### config.mk
export PLATFORM = sky130hd
export DESIGN_NAME = crop_quant_top
export DESIGN_NICKNAME = d
export VERILOG_FILES = /design/src/inc/vq_pkg.sv /design/src/hw/span_counter.sv /design/src/hw/sample_quantizer.sv /design/src/hw/crop_quant_top.sv
export SDC_FILE = /design/constraint.sdc
export NUM_CORES = 1
export LEC_CHECK = 0
export ABC_AREA = 0
export BUFFER_PORTS_ARGS = -buffer_cell sky130_fd_sc_hd__buf_2
export CAP_MARGIN = 20
export CORE_ASPECT_RATIO = 0.7
export CORE_MARGIN = 2
export CORE_UTILIZATION = 60
export DETAILED_ROUTE_END_ITERATION = 10
export PLACE_DENSITY = 0.81
export SLEW_MARGIN = 20
export SYNTH_ARGS = -nofsm -noshare
export SYNTH_HDL_FRONTEND = slang
export SYNTH_SLANG_ARGS = --single-unit
### constraint.sdc
create_clock -name core_clk -period 11 [get_ports core_clk]
set_input_delay 1.65 -clock core_clk [delete_from_list [all_inputs] [get_ports core_clk]]
set_output_delay 1.65 -clock core_clk [all_outputs]
set_load 0.005 [all_outputs]
### src/inc/vq_pkg.sv
// Purpose: shared constants and types for the output crop and quantize stage
// Assumes: 12-bit 10.2 samples, 32-bit classic Wishbone register bus
// Notes:   limits are stored in the units of the rounded result
`default_nettype none
package vq_pkg;
  // ----------------------------------------------------------------
  // Register map
  // ----------------------------------------------------------------
  localparam logic [7:0] REG_CTRL = 8'h00;
  localparam logic [7:0] REG_HWIN = 8'h04;
  localparam logic [7:0] REG_VWIN = 8'h08;
  localparam logic [7:0] REG_STAT = 8'h0C;

  localparam int CTRL_EN_BIT   = 0;
  localparam int CTRL_QSEL_LSB = 4;
  localparam int CTRL_TRS_BIT  = 8;
  localparam int WIN_FIRST_LSB = 0;
  localparam int WIN_SIZE_LSB  = 16;
  localparam int STAT_PIX_LSB  = 0;
  localparam int STAT_LINE_LSB = 16;

  localparam logic [31:0] CTRL_RST = 32'h0000_0000;
  localparam logic [31:0] HWIN_RST = 32'h0000_0000;
  localparam logic [31:0] VWIN_RST = 32'h0000_0000;

  // ----------------------------------------------------------------
  // Sample format and levels
  // ----------------------------------------------------------------
  localparam int CW      = 12;
  localparam int SHIFT10 = 2;
  localparam int SHIFT8  = 4;
  localparam logic [12:0] RND10 = 13'h0002;
  localparam logic [12:0] RND8  = 13'h0008;

  localparam logic [11:0] BLANK_Y = 12'h100;
  localparam logic [11:0] BLANK_C = 12'h800;

  localparam logic [10:0] L10A_LO   = 11'h000;
  localparam logic [10:0] L10A_HI   = 11'h3FF;
  localparam logic [10:0] L10B_LO   = 11'h004;
  localparam logic [10:0] L10B_HI   = 11'h3FB;
  localparam logic [10:0] L10C_LO   = 11'h040;
  localparam logic [10:0] L10C_Y_HI = 11'h3AC;
  localparam logic [10:0] L10C_C_HI = 11'h3C0;
  localparam logic [10:0] L8A_LO    = 11'h000;
  localparam logic [10:0] L8A_HI    = 11'h0FF;
  localparam logic [10:0] L8B_LO    = 11'h001;
  localparam logic [10:0] L8B_HI    = 11'h0FE;
  localparam logic [10:0] L8C_LO    = 11'h010;
  localparam logic [10:0] L8C_Y_HI  = 11'h0EB;
  localparam logic [10:0] L8C_C_HI  = 11'h0F0;

  typedef enum logic [2:0] {
    Q_FULL = 3'h0,
    Q_10A  = 3'h1,
    Q_10B  = 3'h2,
    Q_10C  = 3'h3,
    Q_RSVD = 3'h4,
    Q_8A   = 3'h5,
    Q_8B   = 3'h6,
    Q_8C   = 3'h7
  } qsel_t;

  typedef enum logic [1:0] {
    BUS_IDLE = 2'b01,
    BUS_ACK  = 2'b10
  } bus_state_t;

  // Incoming stream: flags plus luma and chroma words
  typedef struct packed {
    logic        h_act;
    logic        v_act;
    logic        field;
    logic        eav;
    logic [11:0] y;
    logic [11:0] c;
  } vid_in_t;

  // Outgoing stream: cropped timing flags plus words
  typedef struct packed {
    logic        h_out;
    logic        v_out;
    logic        f_out;
    logic [11:0] y;
    logic [11:0] c;
  } vid_out_t;
endpackage
`default_nettype wire

### src/hw/span_counter.sv
// Purpose: position counter that restarts and advances on strobes
// Assumes: restart has priority over advance
// Notes:   saturates at all ones instead of wrapping
`default_nettype none
module span_counter #(
  parameter int W = 12
) (
  input  wire logic         core_clk,
  input  wire logic         nrst,
  input  wire logic         restart,
  input  wire logic         advance,
  output logic [W-1:0]      cnt,
  output logic [W-1:0]      cnt_next
);
  logic [W-1:0] cnt_reg;

  wire at_max = &cnt_reg;

  assign cnt_next = restart ? '0 :
                    (advance && !at_max) ? cnt_reg + 1'b1 : cnt_reg;
  assign cnt = cnt_reg;

  always_ff @(posedge core_clk or negedge nrst) begin
    if (!nrst) begin
      cnt_reg <= '0;
    end else begin
      cnt_reg <= cnt_next;
    end
  end
endmodule
`default_nettype wire

### src/hw/sample_quantizer.sv
// Purpose: round and clip one 10.2 sample to the selected range
// Assumes: input is 10.2 unsigned or offset binary
// Notes:   result stays left aligned in a 12-bit word
`default_nettype none
module sample_quantizer (
  input  wire vq_pkg::qsel_t sel,
  input  wire logic          is_chroma,
  input  wire logic [11:0]   din,
  output logic [11:0]        dout
);
  wire [12:0] r10 = {1'b0, din} + vq_pkg::RND10;
  wire [12:0] r8  = {1'b0, din} + vq_pkg::RND8;
  wire [10:0] v10 = r10[12:2];
  wire [10:0] v8  = {2'b00, r8[12:4]};

  logic [10:0] val;
  logic [10:0] lo;
  logic [10:0] hi;
  logic [10:0] clip;
  logic        eight;

  always_comb begin
    val   = v10;
    lo    = vq_pkg::L10A_LO;
    hi    = vq_pkg::L10A_HI;
    eight = 1'b0;
    case (sel)
      vq_pkg::Q_10A: begin
        lo = vq_pkg::L10A_LO;
        hi = vq_pkg::L10A_HI;
      end
      vq_pkg::Q_10B: begin
        lo = vq_pkg::L10B_LO;
        hi = vq_pkg::L10B_HI;
      end
      vq_pkg::Q_10C: begin
        lo = vq_pkg::L10C_LO;
        hi = is_chroma ? vq_pkg::L10C_C_HI : vq_pkg::L10C_Y_HI;
      end
      vq_pkg::Q_8A: begin
        val = v8; eight = 1'b1;
        lo = vq_pkg::L8A_LO;
        hi = vq_pkg::L8A_HI;
      end
      vq_pkg::Q_8B: begin
        val = v8; eight = 1'b1;
        lo = vq_pkg::L8B_LO;
        hi = vq_pkg::L8B_HI;
      end
      vq_pkg::Q_8C: begin
        val = v8; eight = 1'b1;
        lo = vq_pkg::L8C_LO;
        hi = is_chroma ? vq_pkg::L8C_C_HI : vq_pkg::L8C_Y_HI;
      end
      default: begin
        val = v10;
      end
    endcase
    clip = (val < lo) ? lo : (val > hi) ? hi : val;
    case (sel)
      vq_pkg::Q_FULL, vq_pkg::Q_RSVD: dout = din;
      default: dout = eight ? {clip[7:0], 4'h0} : {clip[9:0], 2'h0};
    endcase
  end
endmodule
`default_nettype wire

### src/hw/crop_quant_top.sv
// Purpose: output crop window, cropped timing flags and output quantizing
// Assumes: one pixel per clock, flags and words synchronous to core_clk
// Notes:   one cycle from input sample to output word and flags
//
// Functional notes
// - Blank every active sample outside window
// - Timing flags frame the cropped picture
// - Embedded timing words keep original positions
// - Crop only while cut enable set
// - Blank left pixel count each line
// - Keep pixel count, blank rest of line
// - Blank top line count each field
// - Keep line count, blank remaining lines
// - Timing flags always driven, even embedded
// - Vertical and field flags change on EAV
// - Output words are 12-bit 10.2
// - Luma unsigned, chroma offset binary
// - Select zero rounds to 10.2, full
// - Select 001 rounds 10-bit, 0..1023
// - Select 010 rounds 10-bit, 4..1019
// - Select 011 luma 64..940, chroma 64..960
// - Select 101 rounds 8-bit, 0..255
// - Select 110 rounds 8-bit, 1..254
// - Select 111 luma 16..235, chroma 16..240
//
// Implementation choices: the address map and the Wishbone register port.
`default_nettype none
module crop_quant_top #(
  parameter int CNT_W = 12
) (
  input  wire logic              core_clk,
  input  wire logic              nrst,
  input  wire logic              wb_cyc_i,
  input  wire logic              wb_stb_i,
  input  wire logic              wb_we_i,
  input  wire logic [7:0]        wb_adr_i,
  input  wire logic [3:0]        wb_sel_i,
  input  wire logic [31:0]       wb_dat_i,
  output logic [31:0]            wb_dat_o,
  output logic                   wb_ack_o,
  input  wire vq_pkg::vid_in_t   vin,
  output var vq_pkg::vid_out_t   vout
);
  // ----------------------------------------------------------------
  // Register bus slave
  // ----------------------------------------------------------------
  vq_pkg::bus_state_t bus_state_reg;
  logic [31:0]        ctrl_reg;
  logic [31:0]        hwin_reg;
  logic [31:0]        vwin_reg;
  logic [31:0]        rdata_reg;

  function automatic logic [31:0] lanes(input logic [31:0] old_v,
                                        input logic [31:0] new_v,
                                        input logic [3:0]  sel);
    logic [31:0] r;
    r = old_v;
    for (int i = 0; i < 4; i++) begin
      if (sel[i]) begin
        r[8*i +: 8] = new_v[8*i +: 8];
      end
    end
    return r;
  endfunction

  wire req      = wb_cyc_i && wb_stb_i && (bus_state_reg == vq_pkg::BUS_IDLE);
  wire wr       = req && wb_we_i;
  wire hit_ctrl = (wb_adr_i == vq_pkg::REG_CTRL);
  wire hit_hwin = (wb_adr_i == vq_pkg::REG_HWIN);
  wire hit_vwin = (wb_adr_i == vq_pkg::REG_VWIN);
  wire hit_stat = (wb_adr_i == vq_pkg::REG_STAT);

  wire [CNT_W-1:0] pix_cnt;
  wire [CNT_W-1:0] line_cnt;
  wire [CNT_W-1:0] line_nx;

  wire [31:0] stat_word = ({20'h0_0000, pix_cnt} << vq_pkg::STAT_PIX_LSB)
                        | ({20'h0_0000, line_cnt} << vq_pkg::STAT_LINE_LSB);

  // Unmapped offsets answer with zero and swallow writes
  wire [31:0] rd_mux = hit_ctrl ? ctrl_reg :
                       hit_hwin ? hwin_reg :
                       hit_vwin ? vwin_reg :
                       hit_stat ? stat_word : 32'h0000_0000;

  always_ff @(posedge core_clk or negedge nrst) begin
    if (!nrst) begin
      bus_state_reg <= vq_pkg::BUS_IDLE;
      wb_ack_o      <= 1'b0;
      rdata_reg     <= 32'h0000_0000;
    end else begin
      case (bus_state_reg)
        vq_pkg::BUS_IDLE: begin
          wb_ack_o <= req;
          if (req) begin
            bus_state_reg <= vq_pkg::BUS_ACK;
            rdata_reg     <= rd_mux;
          end
        end
        vq_pkg::BUS_ACK: begin
          wb_ack_o      <= 1'b0;
          bus_state_reg <= vq_pkg::BUS_IDLE;
        end
        default: begin
          wb_ack_o      <= 1'b0;
          bus_state_reg <= vq_pkg::BUS_IDLE;
        end
      endcase
    end
  end

  assign wb_dat_o = rdata_reg;

  always_ff @(posedge core_clk or negedge nrst) begin
    if (!nrst) begin
      ctrl_reg <= vq_pkg::CTRL_RST;
      hwin_reg <= vq_pkg::HWIN_RST;
      vwin_reg <= vq_pkg::VWIN_RST;
    end else if (wr) begin
      if (hit_ctrl) begin
        ctrl_reg <= lanes(ctrl_reg, wb_dat_i, wb_sel_i);
      end
      if (hit_hwin) begin
        hwin_reg <= lanes(hwin_reg, wb_dat_i, wb_sel_i);
      end
      if (hit_vwin) begin
        vwin_reg <= lanes(vwin_reg, wb_dat_i, wb_sel_i);
      end
    end
  end

  // ----------------------------------------------------------------
  // Control fields
  // ----------------------------------------------------------------
  wire             cut_en   = ctrl_reg[vq_pkg::CTRL_EN_BIT];
  wire             trs_mode = ctrl_reg[vq_pkg::CTRL_TRS_BIT];
  wire vq_pkg::qsel_t qsel  = vq_pkg::qsel_t'(ctrl_reg[vq_pkg::CTRL_QSEL_LSB +: 3]);
  wire [CNT_W-1:0] left_blank_pixel_count = hwin_reg[vq_pkg::WIN_FIRST_LSB +: CNT_W];
  wire [CNT_W-1:0] kept_pixel_count       = hwin_reg[vq_pkg::WIN_SIZE_LSB +: CNT_W];
  wire [CNT_W-1:0] top_blank_line_count   = vwin_reg[vq_pkg::WIN_FIRST_LSB +: CNT_W];
  wire [CNT_W-1:0] kept_line_count        = vwin_reg[vq_pkg::WIN_SIZE_LSB +: CNT_W];

  // ----------------------------------------------------------------
  // Pixel and line position
  // ----------------------------------------------------------------
  logic h_act_d_reg;

  always_ff @(posedge core_clk or negedge nrst) begin
    if (!nrst) begin
      h_act_d_reg <= 1'b0;
    end else begin
      h_act_d_reg <= vin.h_act;
    end
  end

  wire line_end = h_act_d_reg && !vin.h_act;

  // Held at zero through blanking, so the first active pixel is index 0
  span_counter #(.W(CNT_W)) u_pix (
    .core_clk (core_clk),
    .nrst     (nrst),
    .restart  (!vin.h_act),
    .advance  (vin.h_act),
    .cnt      (pix_cnt),
    .cnt_next ()
  );

  // Advances at end of line; during the EAV the new index is only on cnt_next
  span_counter #(.W(CNT_W)) u_line (
    .core_clk (core_clk),
    .nrst     (nrst),
    .restart  (!vin.v_act),
    .advance  (line_end),
    .cnt      (line_cnt),
    .cnt_next (line_nx)
  );

  // Sum kept one bit wider so a window reaching the end does not wrap
  function automatic logic in_span(input logic [CNT_W-1:0] idx,
                                   input logic [CNT_W-1:0] first,
                                   input logic [CNT_W-1:0] size);
    logic [CNT_W:0] stop;
    stop = {1'b0, first} + {1'b0, size};
    return (idx >= first) && ({1'b0, idx} < stop);
  endfunction

  wire h_in = !cut_en ||
              in_span(pix_cnt, left_blank_pixel_count,
                      kept_pixel_count);
  wire v_in = !cut_en ||
              in_span(line_cnt, top_blank_line_count,
                      kept_line_count);
  wire v_in_nx = vin.v_act && (!cut_en ||
                 in_span(line_nx, top_blank_line_count, kept_line_count));

  wire active = vin.h_act && vin.v_act;
  wire in_win = h_in && v_in;

  // ----------------------------------------------------------------
  // Quantizing
  // ----------------------------------------------------------------
  wire [11:0] y_q;
  wire [11:0] c_q;

  sample_quantizer u_qy (
    .sel       (qsel),
    .is_chroma (1'b0),
    .din       (vin.y),
    .dout      (y_q)
  );

  sample_quantizer u_qc (
    .sel       (qsel),
    .is_chroma (1'b1),
    .din       (vin.c),
    .dout      (c_q)
  );

  // ----------------------------------------------------------------
  // Output stage
  // ----------------------------------------------------------------
  // Non-active words pass untouched so embedded timing stays in place
  wire [11:0] y_next = !active ? vin.y :
                       in_win  ? y_q : vq_pkg::BLANK_Y;
  wire [11:0] c_next = !active ? vin.c :
                       in_win  ? c_q : vq_pkg::BLANK_C;

  // Embedded timing: vertical and field only move with EAV
  wire vf_load = !trs_mode || vin.eav;

  always_ff @(posedge core_clk or negedge nrst) begin
    if (!nrst) begin
      vout <= '{h_out: 1'b0, v_out: 1'b0, f_out: 1'b0,
                y: vq_pkg::BLANK_Y, c: vq_pkg::BLANK_C};
    end else begin
      vout.y     <= y_next;
      vout.c     <= c_next;
      vout.h_out <= active && in_win;
      if (vf_load) begin
        vout.v_out <= v_in_nx;
        vout.f_out <= vin.field;
      end
    end
  end

  // ----------------------------------------------------------------
  // Window edge and range checks
  // ----------------------------------------------------------------
  // Window ends one bit wider, as in in_span
  wire [CNT_W:0] h_stop = {1'b0, left_blank_pixel_count} + {1'b0, kept_pixel_count};
  wire [CNT_W:0] v_stop = {1'b0, top_blank_line_count} + {1'b0, kept_line_count};
endmodule
`default_nettype wire

# ---- After elaboration in Yosys (flattened, before gate mapping)
# Cells that the tools add are included.
dict set report word_totals {
  register_bits 183
  inputBits 77
  out_inout_bits 60
}
dict set report op_classes {
  addsub 8
  magnitude_cmp 10
  n_eq_ne 12
  muxes 29
  bitwise_logic 1
  reduce_logical 41
}
# operator count
set ops {}
lappend ops {{$mux 12} 12}
lappend ops {{$pmux 10 s5} 2}
lappend ops {{$mux 32} 3}
lappend ops {{$mux 10} 4}
lappend ops {{$lt 12x13->1} 3}
lappend ops {{$ge 12x12->1} 3}
lappend ops {{$reduce_and 3->1} 12}
lappend ops {{$mux 28} 1}
lappend ops {{$or 12x28->28} 1}
lappend ops {{$pmux 7 s4} 1}
lappend ops {{$add 12x12->13} 2}
lappend ops {{$add 12x2->13 const B} 2}
lappend ops {{$add 12x4->13 const B} 2}
lappend ops {{$add 12x1->12 const B} 2}
lappend ops {{$reduce_and 12->1} 2}
lappend ops {{$gt 11x10->1} 2}
lappend ops {{$lt 11x7->1} 2}
lappend ops {{$mux 11} 2}
lappend ops {{$eq 8x4->1 const B} 2}
lappend ops {{$logic_and 1x1->1} 13}
lappend ops {{$eq 3x3->1 const B} 4}
lappend ops {{$eq 8x3->1 const B} 1}
lappend ops {{$logic_not 8->1} 1}
lappend ops {{$eq 3x2->1 const B} 2}
lappend ops {{11 further kinds} 20}

# ---- Logic depth before layout (Yosys ltp)
dict set report logic_depth {
  ltp_word 10
  mapped_depth 21
  ltp_nobuf 19
}

# ---- Cells and area by module
# From an unflattened synthesis, not the netlist that was laid out.
dict set report unflattened {
  cells_unflattened 1330
  hier_area_um2 13454.2
}
# module instances cells_per_inst area_each_um2
set modules_own_cells {}
lappend modules_own_cells {crop_quant_top 1 814 9342.7}
lappend modules_own_cells {sample_quantizer 2 185 1288.7}
lappend modules_own_cells {span_counter 2 73 767.0}

# ---- Least setup slack after synthesis
# No wires, ideal clock.
dict set report synth_timing {
  kind {input port to flip-flop}
  start {input port vin[6] (netlist bit)}
  end {register vout[6] (netlist bit)}
  setup_ns 0.121
  arrival_ns 4.696
  required_time_ns 10.879
  path_slack_ns 6.183
  path_stages 14
  path_buffers 1
  cell_sequence {buf_2 nand2_1 or3_1 o31a_1 o22ai_1 ha_1 nand2_1 a31oi_1 nand2_1 o32a_1 a21oi_2 mux2_1 a32o_1 a22o_1}
}
dict set report synth_via {
  elab_chain_len 9
  elab_cells_between_ends 11
  classes_between {2 x add/sub; 2 x order compare; 7 x mux}
}
# element line_no
set synth_rtl {}
lappend synth_rtl {{start: declaration} crop_quant_top.sv:41} ;# input wire vq_pkg::vid_in_t vin,
lappend synth_rtl {{$add 12x4->13 / $add 12x2->13 (equally long branches)} {sample_quantizer.sv:12, sample_quantizer.sv:11}}
lappend synth_rtl {{$mux 11} sample_quantizer.sv:27} ;# case (sel)
lappend synth_rtl {{$gt 11x10->1} sample_quantizer.sv:59} ;# clip = (val < lo) ? lo : (val > hi) ? hi : val;
lappend synth_rtl {{$mux 10 (2 in series)} sample_quantizer.sv:59}
lappend synth_rtl {{$mux 12} sample_quantizer.sv:62} ;# default: dout = eight ? {clip[7:0], 4'h0} : {clip[9:0], 2'h0};
lappend synth_rtl {{$mux 12} sample_quantizer.sv:60} ;# case (sel)
lappend synth_rtl {{$mux 12} crop_quant_top.sv:226} ;# in_win ? c_q : vq_pkg::BLANK_C;
lappend synth_rtl {{$mux 12 *} crop_quant_top.sv:225} ;# wire [11:0] c_next = !active ? vin.c :
lappend synth_rtl {{via c_next[6]} crop_quant_top.sv:225}
lappend synth_rtl {{end signal: assignment} crop_quant_top.sv:233} ;# vout <= '{h_out: 1'b0, v_out: 1'b0, f_out: 1'b0,
lappend synth_rtl {{end: declaration} crop_quant_top.sv:42} ;# output var vq_pkg::vid_out_t vout
# Mark *: on every way through the listed nets, which the timed path passes. The rest lies on a longest branch.
# A chain may end at the register's enable or synchronous reset.

# ---- Worst setup path in the final report
dict set report layout_timing {
  start {register hwin_reg[1]}
  end {register vout[3] (netlist bit)}
}
dict set report layout_via {
  elab_chain_len 7
  elab_cells_between_ends 8
  classes_between {1 x add/sub; 2 x order compare; 2 x mux; 3 x reduce/logical}
}
# element line_no
set layout_rtl {}
lappend layout_rtl {{start: declaration} crop_quant_top.sv:49} ;# logic [31:0] hwin_reg;
lappend layout_rtl {{start signal: assignment} crop_quant_top.sv:117} ;# hwin_reg <= vq_pkg::HWIN_RST;
lappend layout_rtl {{start signal: assignment} crop_quant_top.sv:124} ;# hwin_reg <= lanes(hwin_reg, wb_dat_i, wb_sel_i);
lappend layout_rtl {{$add 12x12->13} --}
lappend layout_rtl {{$lt 12x13->1} crop_quant_top.sv:184} ;# return (idx >= first) && ({1'b0, idx} < stop);
lappend layout_rtl {{$logic_and 1x1->1 *} crop_quant_top.sv:184}
lappend layout_rtl {{$logic_or 1x1->1 *} crop_quant_top.sv:187} ;# wire h_in = !cut_en ||
lappend layout_rtl {{$logic_and 1x1->1 *} crop_quant_top.sv:197} ;# wire in_win = h_in && v_in;
lappend layout_rtl {{$mux 12 *} crop_quant_top.sv:226}
lappend layout_rtl {{$mux 12 *} crop_quant_top.sv:225}
lappend layout_rtl {{via c_next[3]} crop_quant_top.sv:225}
# Marked as above.

==> impl_results.md <==
- Status: completed
- Post-route DRC violation count: 0
- Post-CTS Setup Repair Bufs: 0
- Setup TNS: 0 ns
- HPWL after DPL: 25,300 um
- Initial antenna violation count: 2
- Core Region: 0.0200 mm2
- CP Launch Type: flop
- Clock tree from TritonCTS: yes
- Seq/Total Area, Yosys: 36.9%
- DR iter-0 viols: 1,260
- Placed Area: 0.0133 mm2
- Vias post-DR: 10,638
- Worst vdd ir: 0.0951 mV
- Final Hold Viols: 0
- Syn_nets: 1,459
- Max-Cap Viols: 0
- Worst-path clk slew: 0.08 ns
- Slew @ Worst Pin: 1.05 ns
- Fmax: 195 MHz
- Pre-antenna DRT Iters: 6
- Number of synthesized flops with an enable pin: 0
- Die width: 176 um
- Overflow after GRT: 0
- Netlist Area Pre-Place: 0.0124 mm2
- Leak: 6.74 nW
- Routed wire length: 33,800 um
- Rows: 43
- Dominant synthesized flop cell: dfrtp_1
- Area delta synth->final: 11.8%
- Max incr delay on CP: 0.70 ns
- Power Dens Cells: 108 mW/mm2
- CP max-delay cell: nor2_1
- Final slew viol count: 0
- Post-synth ARST share: 100%
- RSZ-0062 raised after global routing: no
- I/O Buffers: 136
- Syn avg cell area: 9.77 um2
- WL/cell: 20.3 um
- H-tree depth: 4
- Die area: 0.0219 mm2
- Kind of critical path: flop to flop
- Setup Skew: 0.0142 ns
- RD Place Congestion: 0.927
- HP Class: flop to flop
- Critical Path RT: 11.36 ns
- Vias in the first global route: 10,127
- First-pass GRT wire length: 53,600 um
- Worst slew margin: 30.1%
- Final setup fails: 0
- Clock sinks: 183
- Insertion delay to the later sink of the worst-skew pair: 0.44 ns
- Total of warnings raised by yosys: 0
- Crit path cell chain: ha_1, a21o_1, a21oi_1, o21bai_1, a21oi_1, o21bai_1, a21oi_1, xor2_1, ha_1, a211oi_1, nand2_1, a31oi_1, o21ai_0, a31o_2, a311oi_1, a21boi_1, nor2_1, a32o_1
- Worst endpoint data arrival time: 5.48 ns
- Minimum clock period: 5.12 ns
- # hold bufs at CTS: 0
- Vias per std cell: 6.39
- Yosys reg bits: 183
- Boundary Pins: 137
- Crit Path Max Fanout: 9
- Unique cell type count in the Yosys netlist: 83
- Largest net degree at the start of global routing: 115
- Resize count post-CTS: 0
- TritonCTS Buffers: 17
- Root Driver: clkbuf_16
- Layout net count: 1,570
- Vert. Die Dim: 124 um
- Worst path top cell family by delay: compound AO/OA/AOI/OAI gates
- Crit path buf inv count: 0
- Share of cells above drive strength 1: 20.9%
- CTS Buffer Depth: 2
- Fill count: 1,530
- CP endpoint kind: flop
- Cell mode on critical path: a21oi_1
- Syn Inst Count: 1,269
- Starting density of the core: 62.0%
- Final worst-path cycle share: 46.5%
- Final instance area: 0.0139 mm2
- Routed Antenna Nets: 0
- Total GRT Usage: 31.2%
[final timing paths]
path                            cells past startpoint                  endpoint  slack, ns                startpoint
worst max register to register                     18         vout[3]$_DFF_PN0_       5.88   hwin_reg[1]$_DFFE_PN0P_
worst min-delay path                                2  wb_dat_o[15]$_DFFE_PN0P_       0.48  wb_dat_o[15]$_DFFE_PN0P_
worst max-delay path                               18         vout[3]$_DFF_PN0_       5.88   hwin_reg[1]$_DFFE_PN0P_
max in group asynchronous                           2  u_line.cnt[10]$_DFF_PN0_       8.23                      nrst
worst min register to register                      2  wb_dat_o[15]$_DFFE_PN0P_       0.48  wb_dat_o[15]$_DFFE_PN0P_
min in group asynchronous                           1   wb_dat_o[1]$_DFFE_PN0P_       1.34                      nrst
[worst reg2reg max path, stage by stage, from the launching register on]
cell and delay [ns]:
dfrtp_1 0.40, ha_1 0.30, a21o_1 0.18, a21oi_1 0.21
o21bai_1 0.09, a21oi_1 0.23, o21bai_1 0.12, a21oi_1 0.23
xor2_1 0.17, ha_1 0.26, a211oi_1 0.23, nand2_1 0.07
a31oi_1 0.14, o21ai_0 0.13, a31o_2 0.27, a311oi_1 0.64
a21boi_1 0.34, nor2_1 0.70, a32o_1 0.33
[synth_stat cells, drive strengths merged (12+ instances only)]
library cell,instances,area (um2)
a211oi,17,143
a21o,13,97.6
a21oi,57,289
a221oi,14,123
a22o,21,184
and2,14,87.6
buf,18,88.8
clkbuf,36,136
dfrtp,180,4500
ha,111,1390
inv,54,205
mux2,90,1020
mux2i,34,340
mux4,12,270
nand2,108,405
nand2b,15,93.8
nand3,29,145
nand4,17,106
nor2,117,439
nor3,26,135
o21a,15,113
o21ai,70,362
xnor2,18,158
xor2,32,280
[routing by layer]
metal,share of wire [%],up-vias,track usage (%)
li1,-,4897,-
met1,46,5175,46.5
met2,42,508,44.8
met3,9.9,58,8.55
met4,2.1,0,7.88
met5,0,-,0
[placed cells by master (no fill, tap or decap), types with 29 or more instances in the layout]
cell and n:
a21oi_1 56, buf_2 135, dfrtp_1 180, ha_1 111, inv_1 53, mux2_2 83, mux2i_1 34, nand2_1 108
nand3_1 29, nor2_1 117, o21ai_0 69, xor2_1 32
[per-stage QoR]
stage               setup slack, ns  std cells  hold slack (ns)  util (%)  total power [mW]
floorplan                      6.18       1269            0.453         -             0.823
CTS                            6.00       1663            0.481      69.3              1.50
global route                   5.60       1665            0.500      69.3              1.55
detailed placement             5.55       1631            0.465      66.4             0.903
global placement               5.62       1631            0.459      66.4             0.898
finish                         5.88       1665            0.477      69.3              1.50
[power by group]
| group | internal (mW) | switching [mW] | total [mW] | leakage (nW) |
|---|---|---|---|---|
| sequential | 0.690 | 0.0111 | 0.702 | 2.39 |
| combinational | 0.0764 | 0.115 | 0.192 | 4.06 |
| clock | 0.318 | 0.292 | 0.610 | 0.287 |
| total | 1.08 | 0.418 | 1.50 | 6.74 |
[cells by family after synthesis]
group                      Yosys count  share of synthesized area, %
AOI/OAI and AO/OA                  301                          17.0
xor gates and xnor gates            50                          3.53
and+or+nand+nor                    375                          14.2
buffers and inverters              109                          3.50
adders and majority gates          115                          11.7
DFF                                183                          36.9
muxes                              136                          13.1
[area by class of cell]
class	instances	area (um2)	share of cell area, %
diodes	2	5.00	0.0361
clock buffers	21	470	3.39
clock inverters	11	106	0.767
inverters	55	209	1.51
multi-input cells	977	7390	53.3
flip-flops and latches	183	4580	33.0
well taps	270	338	2.44
repair buffers	146	764	5.51
No activity file was read; power rests on OpenSTA's default activity.
